[src/design/djlh_regs.svh]
// Purpose : register offsets, field positions, reset values and timing
// Assumes : parameter addresses are the printed fieldbus numbers
// Notes   : definitions only
//
// Contract
// RULE1 - Positive limit evaluation decodes 0 as ignored, 1 as NC, 2 as NO.
// RULE2 - Reference evaluation accepts only 1 (NC, default) or 2 (NO).
// RULE3 - The reference input counts only while homing is running.
// RULE4 - Jog word bit 0 is positive, bit 1 negative, bit 2 fast when set.
// RULE5 - Fast jog speed is held in 1..13200 per minute, default 180.
// RULE6 - Slow jog speed is held in 1..13200 per minute, default 60.
// RULE7 - Both jog speeds are clamped to the present maximum ramp speed.
// RULE8 - Step distance 0 starts continuous jog, above 0 steps that far first.
// RULE9 - Wait time 1..32767 ms (default 500) applies only after a step.
// RULE10 - Halt reaction 1 means deceleration ramp, 3 torque ramp (default).
// RULE11 - Halt ramp comes from the decel setting or the halt current limit.
// RULE12 - Deceleration ramp only with a profile generator, else torque ramp.
// RULE13 - Braking current after halt or mode end is limited to the halt limit.
// RULE14 - Halt current limit is an unsigned count of 0.01 A peak steps.
// RULE15 - Clearing the direction bit stops jog by the halt reaction; no jog
// while neither or both direction bits are set.
`ifndef DJLH_REGS_SVH
`define DJLH_REGS_SVH

// ------------------------------------------------------------
// parameter addresses
// ------------------------------------------------------------
`define DJLH_ADDR_REF_EVAL     16'h061c
`define DJLH_ADDR_POSITIVE_LIMIT_INPUT_EVAL    16'h0620
`define DJLH_ADDR_HALT_TYPE    16'h062e
`define DJLH_ADDR_HALT_CUR     16'h110c
`define DJLH_ADDR_JOG_REQ      16'h1b12
`define DJLH_ADDR_JOG_SLOW     16'h2908
`define DJLH_ADDR_JOG_FAST     16'h290a
`define DJLH_ADDR_JOG_STEP     16'h290e
`define DJLH_ADDR_JOG_WAIT     16'h2910

// ------------------------------------------------------------
// field positions and encodings
// ------------------------------------------------------------
`define DJLH_JOG_POS_BIT       0
`define DJLH_JOG_NEG_BIT       1
`define DJLH_JOG_FAST_BIT      2
`define DJLH_EVAL_OFF          16'h0000
`define DJLH_EVAL_NC           16'h0001
`define DJLH_EVAL_NO           16'h0002
`define DJLH_HALT_DECEL        16'h0001
`define DJLH_HALT_TORQUE       16'h0003

// ------------------------------------------------------------
// reset values and limits
// ------------------------------------------------------------
`define DJLH_RST_REF_EVAL      16'h0001
`define DJLH_RST_POSITIVE_LIMIT_INPUT_EVAL     16'h0001
`define DJLH_RST_HALT_TYPE     16'h0003
`define DJLH_RST_JOG_REQ       16'h0000
`define DJLH_RST_JOG_SLOW      16'h003c
`define DJLH_RST_JOG_FAST      16'h00b4
`define DJLH_RST_JOG_STEP      32'h0000_0014
`define DJLH_RST_JOG_WAIT      16'h01f4
`define DJLH_JOG_REQ_MAX       16'h0007
`define DJLH_SPEED_MIN         16'h0001
`define DJLH_SPEED_MAX         16'h3390
`define DJLH_WAIT_MIN          16'h0001
`define DJLH_WAIT_MAX          16'h7fff

// ------------------------------------------------------------
// timing
// ------------------------------------------------------------
`define DJLH_CLK_HZ            25000000
`define DJLH_MS_PER_S          1000
`define DJLH_MS_CYCLES         (`DJLH_CLK_HZ / `DJLH_MS_PER_S)

`endif

[src/design/djlh_pkg.sv]
// Purpose : shared types of the jog, limit and halt control
// Assumes : nothing beyond the register header
// Notes   : one-hot jog sequencer states
`default_nettype none

package djlh_pkg;

  typedef enum logic [4:0] {
    DJLH_IDLE = 5'b00001,
    DJLH_STEP = 5'b00010,
    DJLH_WAIT = 5'b00100,
    DJLH_RUN  = 5'b01000,
    DJLH_STOP = 5'b10000
  } djlh_jog_state_t;

  typedef struct packed {
    logic [31:0] step_dist;
    logic [15:0] wait_ms;
  } djlh_jog_cfg_t;

  typedef struct packed {
    logic run;
    logic step_go;
    logic neg;
    logic halt;
  } djlh_motion_t;

endpackage : djlh_pkg

`default_nettype wire

[src/design/djlh_ctrl.sv]
// Purpose : jog, limit switch and halt parameter control of a motor drive
// Assumes : parameter port is synchronous; one access per strobe
// Notes   : writes outside a parameter's range are refused and flagged
`include "djlh_regs.svh"
`default_nettype none

module djlh_ctrl #(
  parameter int unsigned MS_CYCLES    = `DJLH_MS_CYCLES,
  parameter logic [15:0] HALT_CUR_RST = 16'h0064
) (
  // clock and reset
  input  wire logic        clk,
  input  wire logic        rst_b,
  // parameter access
  input  wire logic [15:0] par_addr,
  input  wire logic        par_wr,
  input  wire logic        par_rd,
  input  wire logic [31:0] par_wdata,
  output logic      [31:0] par_rdata,
  output logic             par_ack,
  output logic             par_err,
  // switch inputs
  input  wire logic        positive_limit_input,
  input  wire logic        ref_switch_input,
  input  wire logic        homing_active,
  // drive context
  input  wire logic [15:0] max_ramp_speed,
  input  wire logic [31:0] decel_ramp_setting,
  input  wire logic [15:0] current_ceiling,
  input  wire logic        mode_has_profile_gen,
  input  wire logic        halt_in,
  input  wire logic        mode_terminating,
  input  wire logic        step_done,
  input  wire logic        motion_stopped,
  // switch results
  output logic             positive_limit_active,
  output logic             ref_switch_active,
  // jog command
  output logic             jog_run,
  output logic             jog_step_go,
  output logic [31:0]      jog_step_out,
  output logic             jog_dir_neg,
  output logic [15:0]      jog_speed,
  // halt and braking
  output logic             halt_active,
  output logic             halt_torque_ramp,
  output logic [31:0]      halt_decel_out,
  output logic             brake_limit_en,
  output logic [15:0]      brake_current_limit
);

  // ------------------------------------------------------------
  // helpers
  // ------------------------------------------------------------
  function automatic logic in_range(input logic [15:0] v,
                                    input logic [15:0] lo,
                                    input logic [15:0] hi);
    in_range = (v >= lo) && (v <= hi);
  endfunction : in_range

  function automatic logic [15:0] clamp_to(input logic [15:0] v,
                                           input logic [15:0] lim);
    clamp_to = (v > lim) ? lim : v;
  endfunction : clamp_to

  function automatic logic eval_switch(input logic [15:0] mode,
                                       input logic raw);
    case (mode)
      `DJLH_EVAL_NC: eval_switch = !raw;
      `DJLH_EVAL_NO: eval_switch = raw;
      default:       eval_switch = 1'b0;
    endcase
  endfunction : eval_switch

  // ------------------------------------------------------------
  // reset release
  // ------------------------------------------------------------
  logic rst_s1_q;
  logic rst_n;

  always_ff @(posedge clk or negedge rst_b) begin
    if (!rst_b) begin
      rst_s1_q <= 1'b0;
      rst_n    <= 1'b0;
    end else begin
      rst_s1_q <= 1'b1;
      rst_n    <= rst_s1_q;
    end
  end

  // ------------------------------------------------------------
  // parameter registers
  // ------------------------------------------------------------
  logic [15:0] reference_switch_eval_q;
  logic [15:0] positive_limit_eval_q;
  logic [15:0] halt_decel_type_q;
  logic [15:0] halt_braking_current_q;
  logic [15:0] jog_request_q;
  logic [15:0] jog_speed_low_q;
  logic [15:0] jog_speed_high_q;
  logic [31:0] jog_step_distance_q;
  logic [15:0] jog_wait_time_q;
  logic [15:0] wlo;
  logic        wr_ok;
  logic        hit;

  assign wlo = par_wdata[15:0];

  always_comb begin
    hit   = 1'b1;
    wr_ok = 1'b0;
    case (par_addr)
      `DJLH_ADDR_POSITIVE_LIMIT_INPUT_EVAL:
        wr_ok = in_range(wlo, `DJLH_EVAL_OFF, `DJLH_EVAL_NO); // RULE1
      `DJLH_ADDR_REF_EVAL:
        wr_ok = in_range(wlo, `DJLH_EVAL_NC, `DJLH_EVAL_NO); // RULE2
      `DJLH_ADDR_HALT_TYPE:
        wr_ok = (wlo == `DJLH_HALT_DECEL) ||
                (wlo == `DJLH_HALT_TORQUE); // RULE10
      `DJLH_ADDR_HALT_CUR:
        wr_ok = (wlo <= current_ceiling); // RULE14
      `DJLH_ADDR_JOG_REQ:
        wr_ok = (wlo <= `DJLH_JOG_REQ_MAX);
      `DJLH_ADDR_JOG_SLOW:
        wr_ok = in_range(wlo, `DJLH_SPEED_MIN, `DJLH_SPEED_MAX); // RULE6
      `DJLH_ADDR_JOG_FAST:
        wr_ok = in_range(wlo, `DJLH_SPEED_MIN, `DJLH_SPEED_MAX); // RULE5
      `DJLH_ADDR_JOG_STEP:
        wr_ok = !par_wdata[31]; // RULE8
      `DJLH_ADDR_JOG_WAIT:
        wr_ok = in_range(wlo, `DJLH_WAIT_MIN, `DJLH_WAIT_MAX); // RULE9
      default: begin
        hit   = 1'b0;
        wr_ok = 1'b0;
      end
    endcase
    // 16-bit settings carry nothing above bit 15
    if (par_addr != `DJLH_ADDR_JOG_STEP && par_wdata[31:16] != 16'h0000) begin
      wr_ok = 1'b0;
    end
  end

  always_ff @(posedge clk or negedge rst_n) begin
    if (!rst_n) begin
      reference_switch_eval_q <= `DJLH_RST_REF_EVAL;
      positive_limit_eval_q   <= `DJLH_RST_POSITIVE_LIMIT_INPUT_EVAL;
      halt_decel_type_q       <= `DJLH_RST_HALT_TYPE;
      halt_braking_current_q  <= HALT_CUR_RST;
      jog_speed_low_q         <= `DJLH_RST_JOG_SLOW;
      jog_speed_high_q        <= `DJLH_RST_JOG_FAST;
      jog_step_distance_q     <= `DJLH_RST_JOG_STEP;
      jog_wait_time_q         <= `DJLH_RST_JOG_WAIT;
    end else if (par_wr && wr_ok) begin
      case (par_addr)
        `DJLH_ADDR_REF_EVAL:  reference_switch_eval_q <= wlo;
        `DJLH_ADDR_POSITIVE_LIMIT_INPUT_EVAL: positive_limit_eval_q   <= wlo;
        `DJLH_ADDR_HALT_TYPE: halt_decel_type_q       <= wlo;
        `DJLH_ADDR_HALT_CUR:  halt_braking_current_q  <= wlo;
        `DJLH_ADDR_JOG_SLOW:  jog_speed_low_q         <= wlo;
        `DJLH_ADDR_JOG_FAST:  jog_speed_high_q        <= wlo;
        `DJLH_ADDR_JOG_STEP:  jog_step_distance_q     <= par_wdata;
        `DJLH_ADDR_JOG_WAIT:  jog_wait_time_q         <= wlo;
        default: begin
        end
      endcase
    end
  end

  // jog word is volatile; cleared at reset, not kept
  always_ff @(posedge clk or negedge rst_n) begin
    if (!rst_n) begin
      jog_request_q <= `DJLH_RST_JOG_REQ;
    end else if (par_wr && wr_ok && par_addr == `DJLH_ADDR_JOG_REQ) begin
      jog_request_q <= wlo;
    end
  end

  // ------------------------------------------------------------
  // read answer and handshake
  // ------------------------------------------------------------
  always_ff @(posedge clk or negedge rst_n) begin
    if (!rst_n) begin
      par_rdata <= 32'h0000_0000;
    end else if (par_rd) begin
      case (par_addr)
        `DJLH_ADDR_REF_EVAL:  par_rdata <= {16'h0000, reference_switch_eval_q};
        `DJLH_ADDR_POSITIVE_LIMIT_INPUT_EVAL: par_rdata <= {16'h0000, positive_limit_eval_q};
        `DJLH_ADDR_HALT_TYPE: par_rdata <= {16'h0000, halt_decel_type_q};
        `DJLH_ADDR_HALT_CUR:  par_rdata <= {16'h0000, halt_braking_current_q};
        `DJLH_ADDR_JOG_REQ:   par_rdata <= {16'h0000, jog_request_q};
        `DJLH_ADDR_JOG_SLOW:  par_rdata <= {16'h0000, jog_speed_low_q};
        `DJLH_ADDR_JOG_FAST:  par_rdata <= {16'h0000, jog_speed_high_q};
        `DJLH_ADDR_JOG_STEP:  par_rdata <= jog_step_distance_q;
        `DJLH_ADDR_JOG_WAIT:  par_rdata <= {16'h0000, jog_wait_time_q};
        default:              par_rdata <= 32'h0000_0000;
      endcase
    end
  end

  always_ff @(posedge clk or negedge rst_n) begin
    if (!rst_n) begin
      par_ack <= 1'b0;
      par_err <= 1'b0;
    end else begin
      par_ack <= par_rd || par_wr;
      par_err <= (par_rd && !hit) || (par_wr && !wr_ok);
    end
  end

  // ------------------------------------------------------------
  // switch evaluation
  // ------------------------------------------------------------
  always_ff @(posedge clk or negedge rst_n) begin
    if (!rst_n) begin
      positive_limit_active <= 1'b0;
      ref_switch_active     <= 1'b0;
    end else begin
      positive_limit_active <= eval_switch(positive_limit_eval_q,
                                           positive_limit_input); // RULE1
      ref_switch_active     <= homing_active &&
                               eval_switch(reference_switch_eval_q,
                                           ref_switch_input); // RULE3
    end
  end

  // ------------------------------------------------------------
  // millisecond enable
  // ------------------------------------------------------------
  logic [31:0] ms_div_q;
  logic        ms_tick;

  always_ff @(posedge clk or negedge rst_n) begin
    if (!rst_n) begin
      ms_div_q <= 32'h0000_0000;
    end else if (ms_div_q == 32'(MS_CYCLES - 1)) begin
      ms_div_q <= 32'h0000_0000;
    end else begin
      ms_div_q <= ms_div_q + 32'h0000_0001;
    end
  end

  assign ms_tick = (ms_div_q == 32'(MS_CYCLES - 1));

  // ------------------------------------------------------------
  // jog sequencing
  // ------------------------------------------------------------
  djlh_pkg::djlh_jog_cfg_t   jog_cfg;
  djlh_pkg::djlh_motion_t    motion;
  logic [15:0]               speed_sel;

  assign jog_cfg.step_dist = jog_step_distance_q;
  assign jog_cfg.wait_ms   = jog_wait_time_q;

  djlh_jog_seq u_seq (
    .clk            (clk),
    .rst_n          (rst_n),
    .dir_pos        (jog_request_q[`DJLH_JOG_POS_BIT]), // RULE4
    .dir_neg        (jog_request_q[`DJLH_JOG_NEG_BIT]), // RULE4
    .cfg            (jog_cfg),
    .ms_tick        (ms_tick),
    .step_done      (step_done),
    .motion_stopped (motion_stopped),
    .motion         (motion),
    .state          ()
  );

  // clamp follows the live maximum so a later cut still applies
  assign speed_sel = jog_request_q[`DJLH_JOG_FAST_BIT] ?
                     jog_speed_high_q : jog_speed_low_q; // RULE4

  always_ff @(posedge clk or negedge rst_n) begin
    if (!rst_n) begin
      jog_run      <= 1'b0;
      jog_step_go  <= 1'b0;
      jog_step_out <= 32'h0000_0000;
      jog_dir_neg  <= 1'b0;
      jog_speed    <= 16'h0000;
    end else begin
      jog_run      <= motion.run;
      jog_step_go  <= motion.step_go;
      jog_step_out <= jog_step_distance_q;
      jog_dir_neg  <= motion.neg;
      jog_speed    <= clamp_to(speed_sel, max_ramp_speed); // RULE7
    end
  end

  // ------------------------------------------------------------
  // halt reaction and braking current
  // ------------------------------------------------------------
  logic halt_any;
  logic torque_sel;

  assign halt_any   = halt_in || motion.halt;
  // no profile generator means no ramp to follow: torque ramp is forced
  assign torque_sel = (halt_decel_type_q == `DJLH_HALT_TORQUE) ||
                      !mode_has_profile_gen; // RULE10 RULE12

  always_ff @(posedge clk or negedge rst_n) begin
    if (!rst_n) begin
      halt_active         <= 1'b0;
      halt_torque_ramp    <= 1'b1;
      halt_decel_out      <= 32'h0000_0000;
      brake_limit_en      <= 1'b0;
      brake_current_limit <= 16'h0000;
    end else begin
      halt_active         <= halt_any; // RULE15
      halt_torque_ramp    <= torque_sel; // RULE12
      halt_decel_out      <= decel_ramp_setting; // RULE11
      brake_limit_en      <= halt_any || mode_terminating; // RULE13
      brake_current_limit <= halt_braking_current_q; // RULE11 RULE14
    end
  end

endmodule : djlh_ctrl

`default_nettype wire

[src/design/djlh_jog_seq.sv]
// Purpose : jog sequencer: optional step, wait, continuous run, stop
// Assumes : ms_tick is a one-cycle pulse once per millisecond
// Notes   : direction sampled when a jog starts
`default_nettype none

module djlh_jog_seq (
  // clock and reset
  input  wire logic                    clk,
  input  wire logic                    rst_n,
  // request and configuration
  input  wire logic                    dir_pos,
  input  wire logic                    dir_neg,
  input  wire djlh_pkg::djlh_jog_cfg_t cfg,
  input  wire logic                    ms_tick,
  // motion feedback
  input  wire logic                    step_done,
  input  wire logic                    motion_stopped,
  // motion command
  output djlh_pkg::djlh_motion_t       motion,
  output djlh_pkg::djlh_jog_state_t    state
);

  djlh_pkg::djlh_jog_state_t state_q;
  logic                      neg_q;
  logic                      step_go_q;
  logic [15:0]               ms_cnt_q;
  logic                      req_ok;
  logic                      abort;

  assign req_ok = dir_pos ^ dir_neg; // RULE15
  // a reversal counts as release: stop first, then restart the other way
  assign abort  = !req_ok || (dir_neg != neg_q); // RULE15

  // ------------------------------------------------------------
  // state
  // ------------------------------------------------------------
  always_ff @(posedge clk or negedge rst_n) begin
    if (!rst_n) begin
      state_q <= djlh_pkg::DJLH_IDLE;
    end else begin
      case (state_q)
        djlh_pkg::DJLH_IDLE: begin
          if (req_ok) begin
            if (cfg.step_dist == 32'h0000_0000) begin
              state_q <= djlh_pkg::DJLH_RUN; // RULE8
            end else begin
              state_q <= djlh_pkg::DJLH_STEP; // RULE8
            end
          end
        end
        djlh_pkg::DJLH_STEP: begin
          if (abort) begin
            state_q <= djlh_pkg::DJLH_STOP;
          end else if (step_done) begin
            state_q <= djlh_pkg::DJLH_WAIT;
          end
        end
        djlh_pkg::DJLH_WAIT: begin
          if (abort) begin
            state_q <= djlh_pkg::DJLH_STOP;
          end else if (ms_tick && (ms_cnt_q + 16'h0001 >= cfg.wait_ms)) begin
            state_q <= djlh_pkg::DJLH_RUN; // RULE9
          end
        end
        djlh_pkg::DJLH_RUN: begin
          if (abort) begin
            state_q <= djlh_pkg::DJLH_STOP; // RULE15
          end
        end
        djlh_pkg::DJLH_STOP: begin
          if (motion_stopped) begin
            state_q <= djlh_pkg::DJLH_IDLE;
          end
        end
        default: begin
          state_q <= djlh_pkg::DJLH_IDLE;
        end
      endcase
    end
  end

  // ------------------------------------------------------------
  // direction latch, step pulse, wait counter
  // ------------------------------------------------------------
  always_ff @(posedge clk or negedge rst_n) begin
    if (!rst_n) begin
      neg_q <= 1'b0;
    end else if (state_q == djlh_pkg::DJLH_IDLE && req_ok) begin
      neg_q <= dir_neg; // RULE4
    end
  end

  always_ff @(posedge clk or negedge rst_n) begin
    if (!rst_n) begin
      step_go_q <= 1'b0;
    end else begin
      step_go_q <= (state_q == djlh_pkg::DJLH_IDLE) && req_ok &&
                   (cfg.step_dist != 32'h0000_0000);
    end
  end

  always_ff @(posedge clk or negedge rst_n) begin
    if (!rst_n) begin
      ms_cnt_q <= 16'h0000;
    end else if (state_q != djlh_pkg::DJLH_WAIT) begin
      ms_cnt_q <= 16'h0000;
    end else if (ms_tick) begin
      ms_cnt_q <= ms_cnt_q + 16'h0001; // RULE9
    end
  end

  assign motion.run     = (state_q == djlh_pkg::DJLH_RUN);
  assign motion.step_go = step_go_q;
  assign motion.neg     = neg_q;
  assign motion.halt    = (state_q == djlh_pkg::DJLH_STOP); // RULE15
  assign state          = state_q;

endmodule : djlh_jog_seq

`default_nettype wire

[config.mk]
export PLATFORM = sky130hd
export DESIGN_NAME = djlh_ctrl
export DESIGN_NICKNAME = d
export VERILOG_FILES = /design/src/design/djlh_pkg.sv /design/src/design/djlh_ctrl.sv /design/src/design/djlh_jog_seq.sv
export VERILOG_INCLUDE_DIRS = /design/src /design/src/design
export SDC_FILE = /design/constraint.sdc
export NUM_CORES = 1
export LEC_CHECK = 0
export ABC_AREA = 1
export BUFFER_PORTS_ARGS = -buffer_cell sky130_fd_sc_hd__buf_2
export CAP_MARGIN = 20
export CORE_MARGIN = 2
export CORE_UTILIZATION = 55
export DETAILED_ROUTE_END_ITERATION = 10
export PLACE_DENSITY = 0.78
export SYNTH_ARGS = -nofsm -noshare
export SYNTH_HDL_FRONTEND = slang
export SYNTH_SLANG_ARGS = --single-unit
[constraint.sdc]
create_clock -name clk -period 33.4 [get_ports clk]
set_input_delay 3.34 -clock clk [delete_from_list [all_inputs] [get_ports clk]]
set_output_delay 3.34 -clock clk [all_outputs]
set_load 0.02 [all_outputs]
; Word-level counts from Yosys, hierarchy flattened
; Index checks and enable logic that the tools add are counted.
; W data, S select, Z words.
[word_totals]
regBits = 355
input_bits = 124
[classes]
reduce_logical = 42
bitwise_logic = 1
magnitude_cmp = 9
eq_ne = 30
muxes = 20
n_addsub = 2
[op_table]
columns = operator, count
row1 = $pmux W32 S9, 1
row2 = $eq A16 B14 Y1 const B, 4
row3 = $eq A16 B2 Y1 const B, 4
row4 = $mux W16, 4
row5 = $eq A16 B1 Y1 const B, 3
row6 = $eq A16 B11 Y1 const B, 3
row7 = $mux W5, 7
row8 = $add A32 B1 Y32 const B, 1
row9 = $eq A16 B13 Y1 const B, 2
row10 = $eq A32 B15 Y1 const B, 1
row11 = $ge A16 B1 Y1 const B, 2
row12 = $logic_not A32 Y1, 1
row13 = $mux W32, 1
row14 = $reduce_bool A32 Y1, 1
row15 = $pmux W5 S5, 1
row16 = $add A16 B1 Y16 const B, 1
row17 = $ge A16 B16 Y1, 1
row18 = $gt A16 B16 Y1, 1
row19 = $le A16 B14 Y1 const B, 1
row20 = $le A16 B15 Y1 const B, 1
row21 = $le A16 B16 Y1, 1
row22 = $le A16 B2 Y1 const B, 1
row23 = $le A16 B3 Y1 const B, 1
row24 = $ne A16 B14 Y1 const B, 1
row25 = other kinds (25), 59

; Longest topological paths before layout
[logic_depth]
ltp_word = 7
depth_mapped = 20

; Cells and area by module
; From an unflattened synthesis, not the netlist that was laid out.
[hier_totals]
cells_unflattened = 1964
area_unflattened_um2 = 16711.0
[by_module_without_submodules]
columns = mod, area_each_um2, n_inst, cells_per_inst
row1 = djlh_ctrl, 14747.9, 1, 1670
row2 = djlh_jog_seq, 1963.1, 1, 294

; Least setup slack after synthesis
; No wires, ideal clock.
[synth_path]
kind = input to register
from = in par_addr[15]
to = reg jog_step_distance_q[7]
path_buffers = 2
cell_stages = 13
setup_slack_ns = 28.356
arrival_ns = 4.927
path_cell_list = nor2_2 > nand2_1 > nor2_8 > nand3_4 > or2_0 > nand3_1 > nand2_1 > nand3_2 > buf_6 > nand4_2 > buf_2 > nand2_1 > nand2_1
[synth_between]
elab_chain_len = 6
elab_cells_between_ends = 16
[synth_rtl]
columns = element, line
row1 = from (decl), djlh_ctrl.sv:15  ; input wire logic [15:0] par_addr,
row2 = $eq A16 B14 Y1, djlh_ctrl.sv:112  ; case (par_addr)
row3 = $reduce_or A2 Y1 (no line), n/a
row4 = $pmux W1 S8, djlh_ctrl.sv:112
row5 = $mux W1, djlh_ctrl.sv:138  ; if (par_addr != `DJLH_ADDR_JOG_STEP && par_wdata[31:16] != 16'h0000) begin
row6 = $logic_and A1 B1 Y1, djlh_ctrl.sv:153  ; end else if (par_wr && wr_ok) begin
row7 = $reduce_and A2 Y1 (no line) (*), n/a
row8 = to (signal assigned), djlh_ctrl.sv:151  ; jog_step_distance_q <= `DJLH_RST_JOG_STEP;
row9 = to (signal assigned), djlh_ctrl.sv:161  ; `DJLH_ADDR_JOG_STEP: jog_step_distance_q <= par_wdata;
row10 = to (decl), djlh_ctrl.sv:101  ; logic [31:0] jog_step_distance_q;
; Every way passes the cells marked *; elsewhere a longest branch is shown, timed or not.
; A chain may end at the register's enable or synchronous reset.

; Worst setup path in the final report
[layout_path]
from = in par_addr[15]
to = reg jog_step_distance_q[16]
; Same word-level chain as after synthesis.

==> flow_summary_export.csv <==
group,metric,value,unit
run_status,outcome,"completed",
power,power.total,900,uW
timing,drv_slew,0,
synth,synth_area,16200,sq um
layout,drive_gt1_frac,0.194,
detailed_routing,vias_per_cell,5.48,
synth,mean_instance_size_in_the_synthesized_netlist,8.87,sq um
timing,fin_hold_ws,0.348,ns
clock_network,cts_num_sinks,355,
critical_path,cpLargestDelayFamily,"simple AND/OR/NAND/NOR gates",
floorplan,die_area,30900,sq um
detailed_routing,postRouteWirelength,44800,um
critical_path,worstReg2RegStart,"jog_request_q[2]$_DFFE_PN0P_",
timing,fin_setup_tns,0,ns
critical_path,critPathMaxFanout,32,
critical_path,cp.buffers_inverters,2,
layout,mostFrequentLayoutCell,"nand2_1",
clock_network,ctsRootBufferMaster,"clkbuf_16",
place,placed_standard_cell_area,17800,sq um
clock_network,cts-root-to-sink-buffers,3,
global_routing,grt_antenna_before_repair,0,
synth,number_of_warnings_reported_in_the_yosys_synthesis_log,0,
timing,fmaxAchievable,162,MHz
detailed_routing,drt_pre_antenna_iters,7,
layout,finish.instance_area,19100,sq um
detailed_routing,antenna_violating_nets_post_route,0,
synth,synth-seq-cells,355,
synth,synth_fp_nets,2005,
synth,synth_enable_flop_cells,0,
floorplan,io-pin-count,262,
global_routing,grt_pass1_vias,13400,
clock_network,clock_insertion_delay_worst_skew,0.54,ns
clock_network,cts_resized,0,
global_routing,grt.total_usage,0.291,
floorplan,initial_utilization,0.563,
worst_hold_path,worstHoldPathCells,0,
critical_path,critPathLaunch,"par_addr[15]",
global_routing,grt_first_pass_wirelength,70200,um
critical_path,timing.reg2reg.worst_path_depth,10,
layout,final_nets,2260,
critical_path,timing.critical_path.slowest_cell_delay,0.87,ns
detailed_routing,first_iter_violations,1359,
floorplan,chipHeight,176,um
critical_path,startpoint_type,"input pin",
layout,postLayoutCoreUtil,0.663,
clock_network,cts_tree,"built",
place,place.port_buffers,261,
clock_network,cts_inserted_buffers,38,
detailed_routing,routedWlPerCell,17.9,um
synth,synth_seq_area_share,0.549,
synth,synth_ff_type,"dfrtp_1",
global_routing,grt_max_degree,83,
worst_hold_path,worst_hold_startpoint,"u_seq.step_go_q$_DFF_PN0_",
clock_network,clock_transition_at_the_registers_of_the_reported_paths,0.06,ns
power,p_per_area,47.0,nW/um^2
synth,async_reset_ff_frac,1.00,
place,gp_routability_congestion,0.929,
power,ir_drop,34.1,uV
place,place.detailed.hpwl,32000,um
synth,synth.lib_cells_used.distinct,49,
global_routing,overflow,0,
worst_hold_path,holdCritPathClass,"register to register",
clock_network,post_cts_hold_buffer_count,0,
floorplan,core.rowCount,62,
critical_path,timing.setup.critical_path_class,"input pin to register",
clock_network,post-cts-setup-buffers,0,
critical_path,crit_path_cell_trace,"buf_2 -> nor2_2 -> nand2_1 -> nor2_8 -> nand3_1 -> nand2_1 -> nor3_1 -> nand2_1 -> nand2_1 -> clkinv_1 -> nand4_2 -> nand2_1 -> nand2_1",
synth,syn-instance-count,1831,
power,leakagePower,0.0108,uW
timing,finalWorstPathRequiredPeriod,6.18,ns
critical_path,cp.depth,13,
critical_path,path_common_cell,"nand2_1",
layout,antenna-diode-count,0,
floorplan,fp.coreArea,28900,sq um
timing,fin_skew,0.0241,ns
timing,final_period_util,0.185,
detailed_routing,remaining_drc_errors,0,
clock_network,htree_levels,2,
critical_path,critical-path-slowest-cell,"nand4_2",
timing,tightestPinTransition,1.14,ns
detailed_routing,routed-via-count,13700,
job,max_cap_viol_count,0,
timing,hold_viol_final,0,
critical_path,worst_ep_arrival_time,6.60,ns
layout,area_growth,17.8,%
critical_path,timing.critical_path.required,33.83,ns
timing,slew_headroom,0.239,
floorplan,dieWidth,176,um
timing,rsz0062_at_grt,"no",
critical_path,crit_path_end_kind,"register",
timing,report.final.setup_viol,0,
layout,layout_common_cells,"580 x nand2_1, 329 x dfrtp_1, 269 x inv_1, 261 x buf_2, 86 x nor2_1",
logic make-up (layout without fill, tap and decap cells):
group / after synthesis / count (layout) / synth area share
AND/OR/NAND/NOR: 867 / 867 / 0.236
flip-flops: 355 / 355 / 0.549
buffers and inverters: 338 / 622 / 0.0820
AO/OA/AOI/OAI: 170 / 170 / 0.0649
adder cells (fa/ha/maj): 50 / 50 / 0.0385
XOR/XNOR: 36 / 36 / 0.0194
multiplexers: 14 / 14 / 0.00970
other: 1 / 1 / 0.000231
final timing paths:
kind	endpoint	slack, ns
min in group asynchronous	halt_decel_out[8]$_DFF_PN0_	0.42
min reg2reg	jog_step_go$_DFF_PN0_	0.35
min	jog_step_go$_DFF_PN0_	0.35
max	jog_step_distance_q[16]$_DFFE_PN0P_	27.22
max reg2reg	jog_speed[3]$_DFF_PN0_	29.94
max in group asynchronous	halt_decel_out[20]$_DFF_PN0_	30.64
sequential cells by signal, indices dropped and copies added (netlist names), 5 cells and up:
name / flops
par_rdata: 32
halt_braking_current_q: 16
u_seq.ms_cnt_q: 16
jog_speed: 16
halt_decel_type_q: 16
jog_speed_high_q: 16
halt_decel_out: 32
reference_switch_eval_q: 16
positive_limit_eval_q: 16
jog_request_q: 16
jog_wait_time_q: 16
ms_div_q: 32
jog_step_distance_q: 32
jog_step_out: 32
jog_speed_low_q: 16
u_seq.state: 5
brake_current_limit: 16
synth_stat cells (all sizes together) (2+ instances only):
cell type  number  area share
a2111oi         2      0.0011
a21oi          29      0.0089
a221oi         33       0.018
a22o            3      0.0016
and2            4      0.0015
and3            2     0.00077
buf            26      0.0099
clkbuf         28      0.0065
clkinv          3     0.00069
dfrtp         330        0.51
dfstp          25       0.040
ha             50       0.039
inv           281       0.065
mux2           14      0.0097
nand2         580        0.13
nand3          77       0.026
nand3b          6      0.0030
nand4          44       0.025
nor2           94       0.025
nor3           29      0.0089
nor3b           2     0.00092
nor4           23      0.0089
o21ai          61       0.019
o21bai          2     0.00092
o22ai          36       0.014
or2             3      0.0012
or4             2     0.00092
xnor2           2      0.0011
xor2           34       0.018
report_power, final:
part           switching, uW  total (uW)  internal (uW)
registers               2.03         435            433
clock network            175         428            253
logic                   26.4        37.6           11.2
stage by stage:
step	setup WS [ns]	cells
finish	27.22	2499
global route	26.89	2499
CTS	27.24	2498
detailed placement	26.68	2429
global placement	26.80	2429
floorplan	22.82	1831
area by class of cell:
| cell class | count | area, sq um |
|---|---|---|
| fill | 2363 | 9720 |
| multi-input combinational | 1138 | 6000 |
| clock buffer | 50 | 1080 |
| inverter | 284 | 1070 |
| sequential | 355 | 8920 |
| clock inverter | 19 | 210 |
| tap | 384 | 480 |
| timing repair buffer | 269 | 1390 |
per-layer routing:
layer,GRT usage,vias up,share of wire
met5,0,-,0
met4,0.0971,0,0.035
met3,0.0461,116,0.080
met2,0.501,630,0.49
met1,0.376,6599,0.40
li1,-,6349,-
worst reg2reg max path, cell delays in order (launching register included):
cell and delay [ns]:
dfrtp_1 0.94, mux2_2 0.45, ha_1 0.31, nand2_1 0.07, inv_1 0.05, a221oi_1 0.28
nor2_1 0.06, o21ai_0 0.17, nand3_1 0.11, nand2_1 0.63, o21ai_0 0.23
No activity file was read; power rests on OpenSTA's default activity.
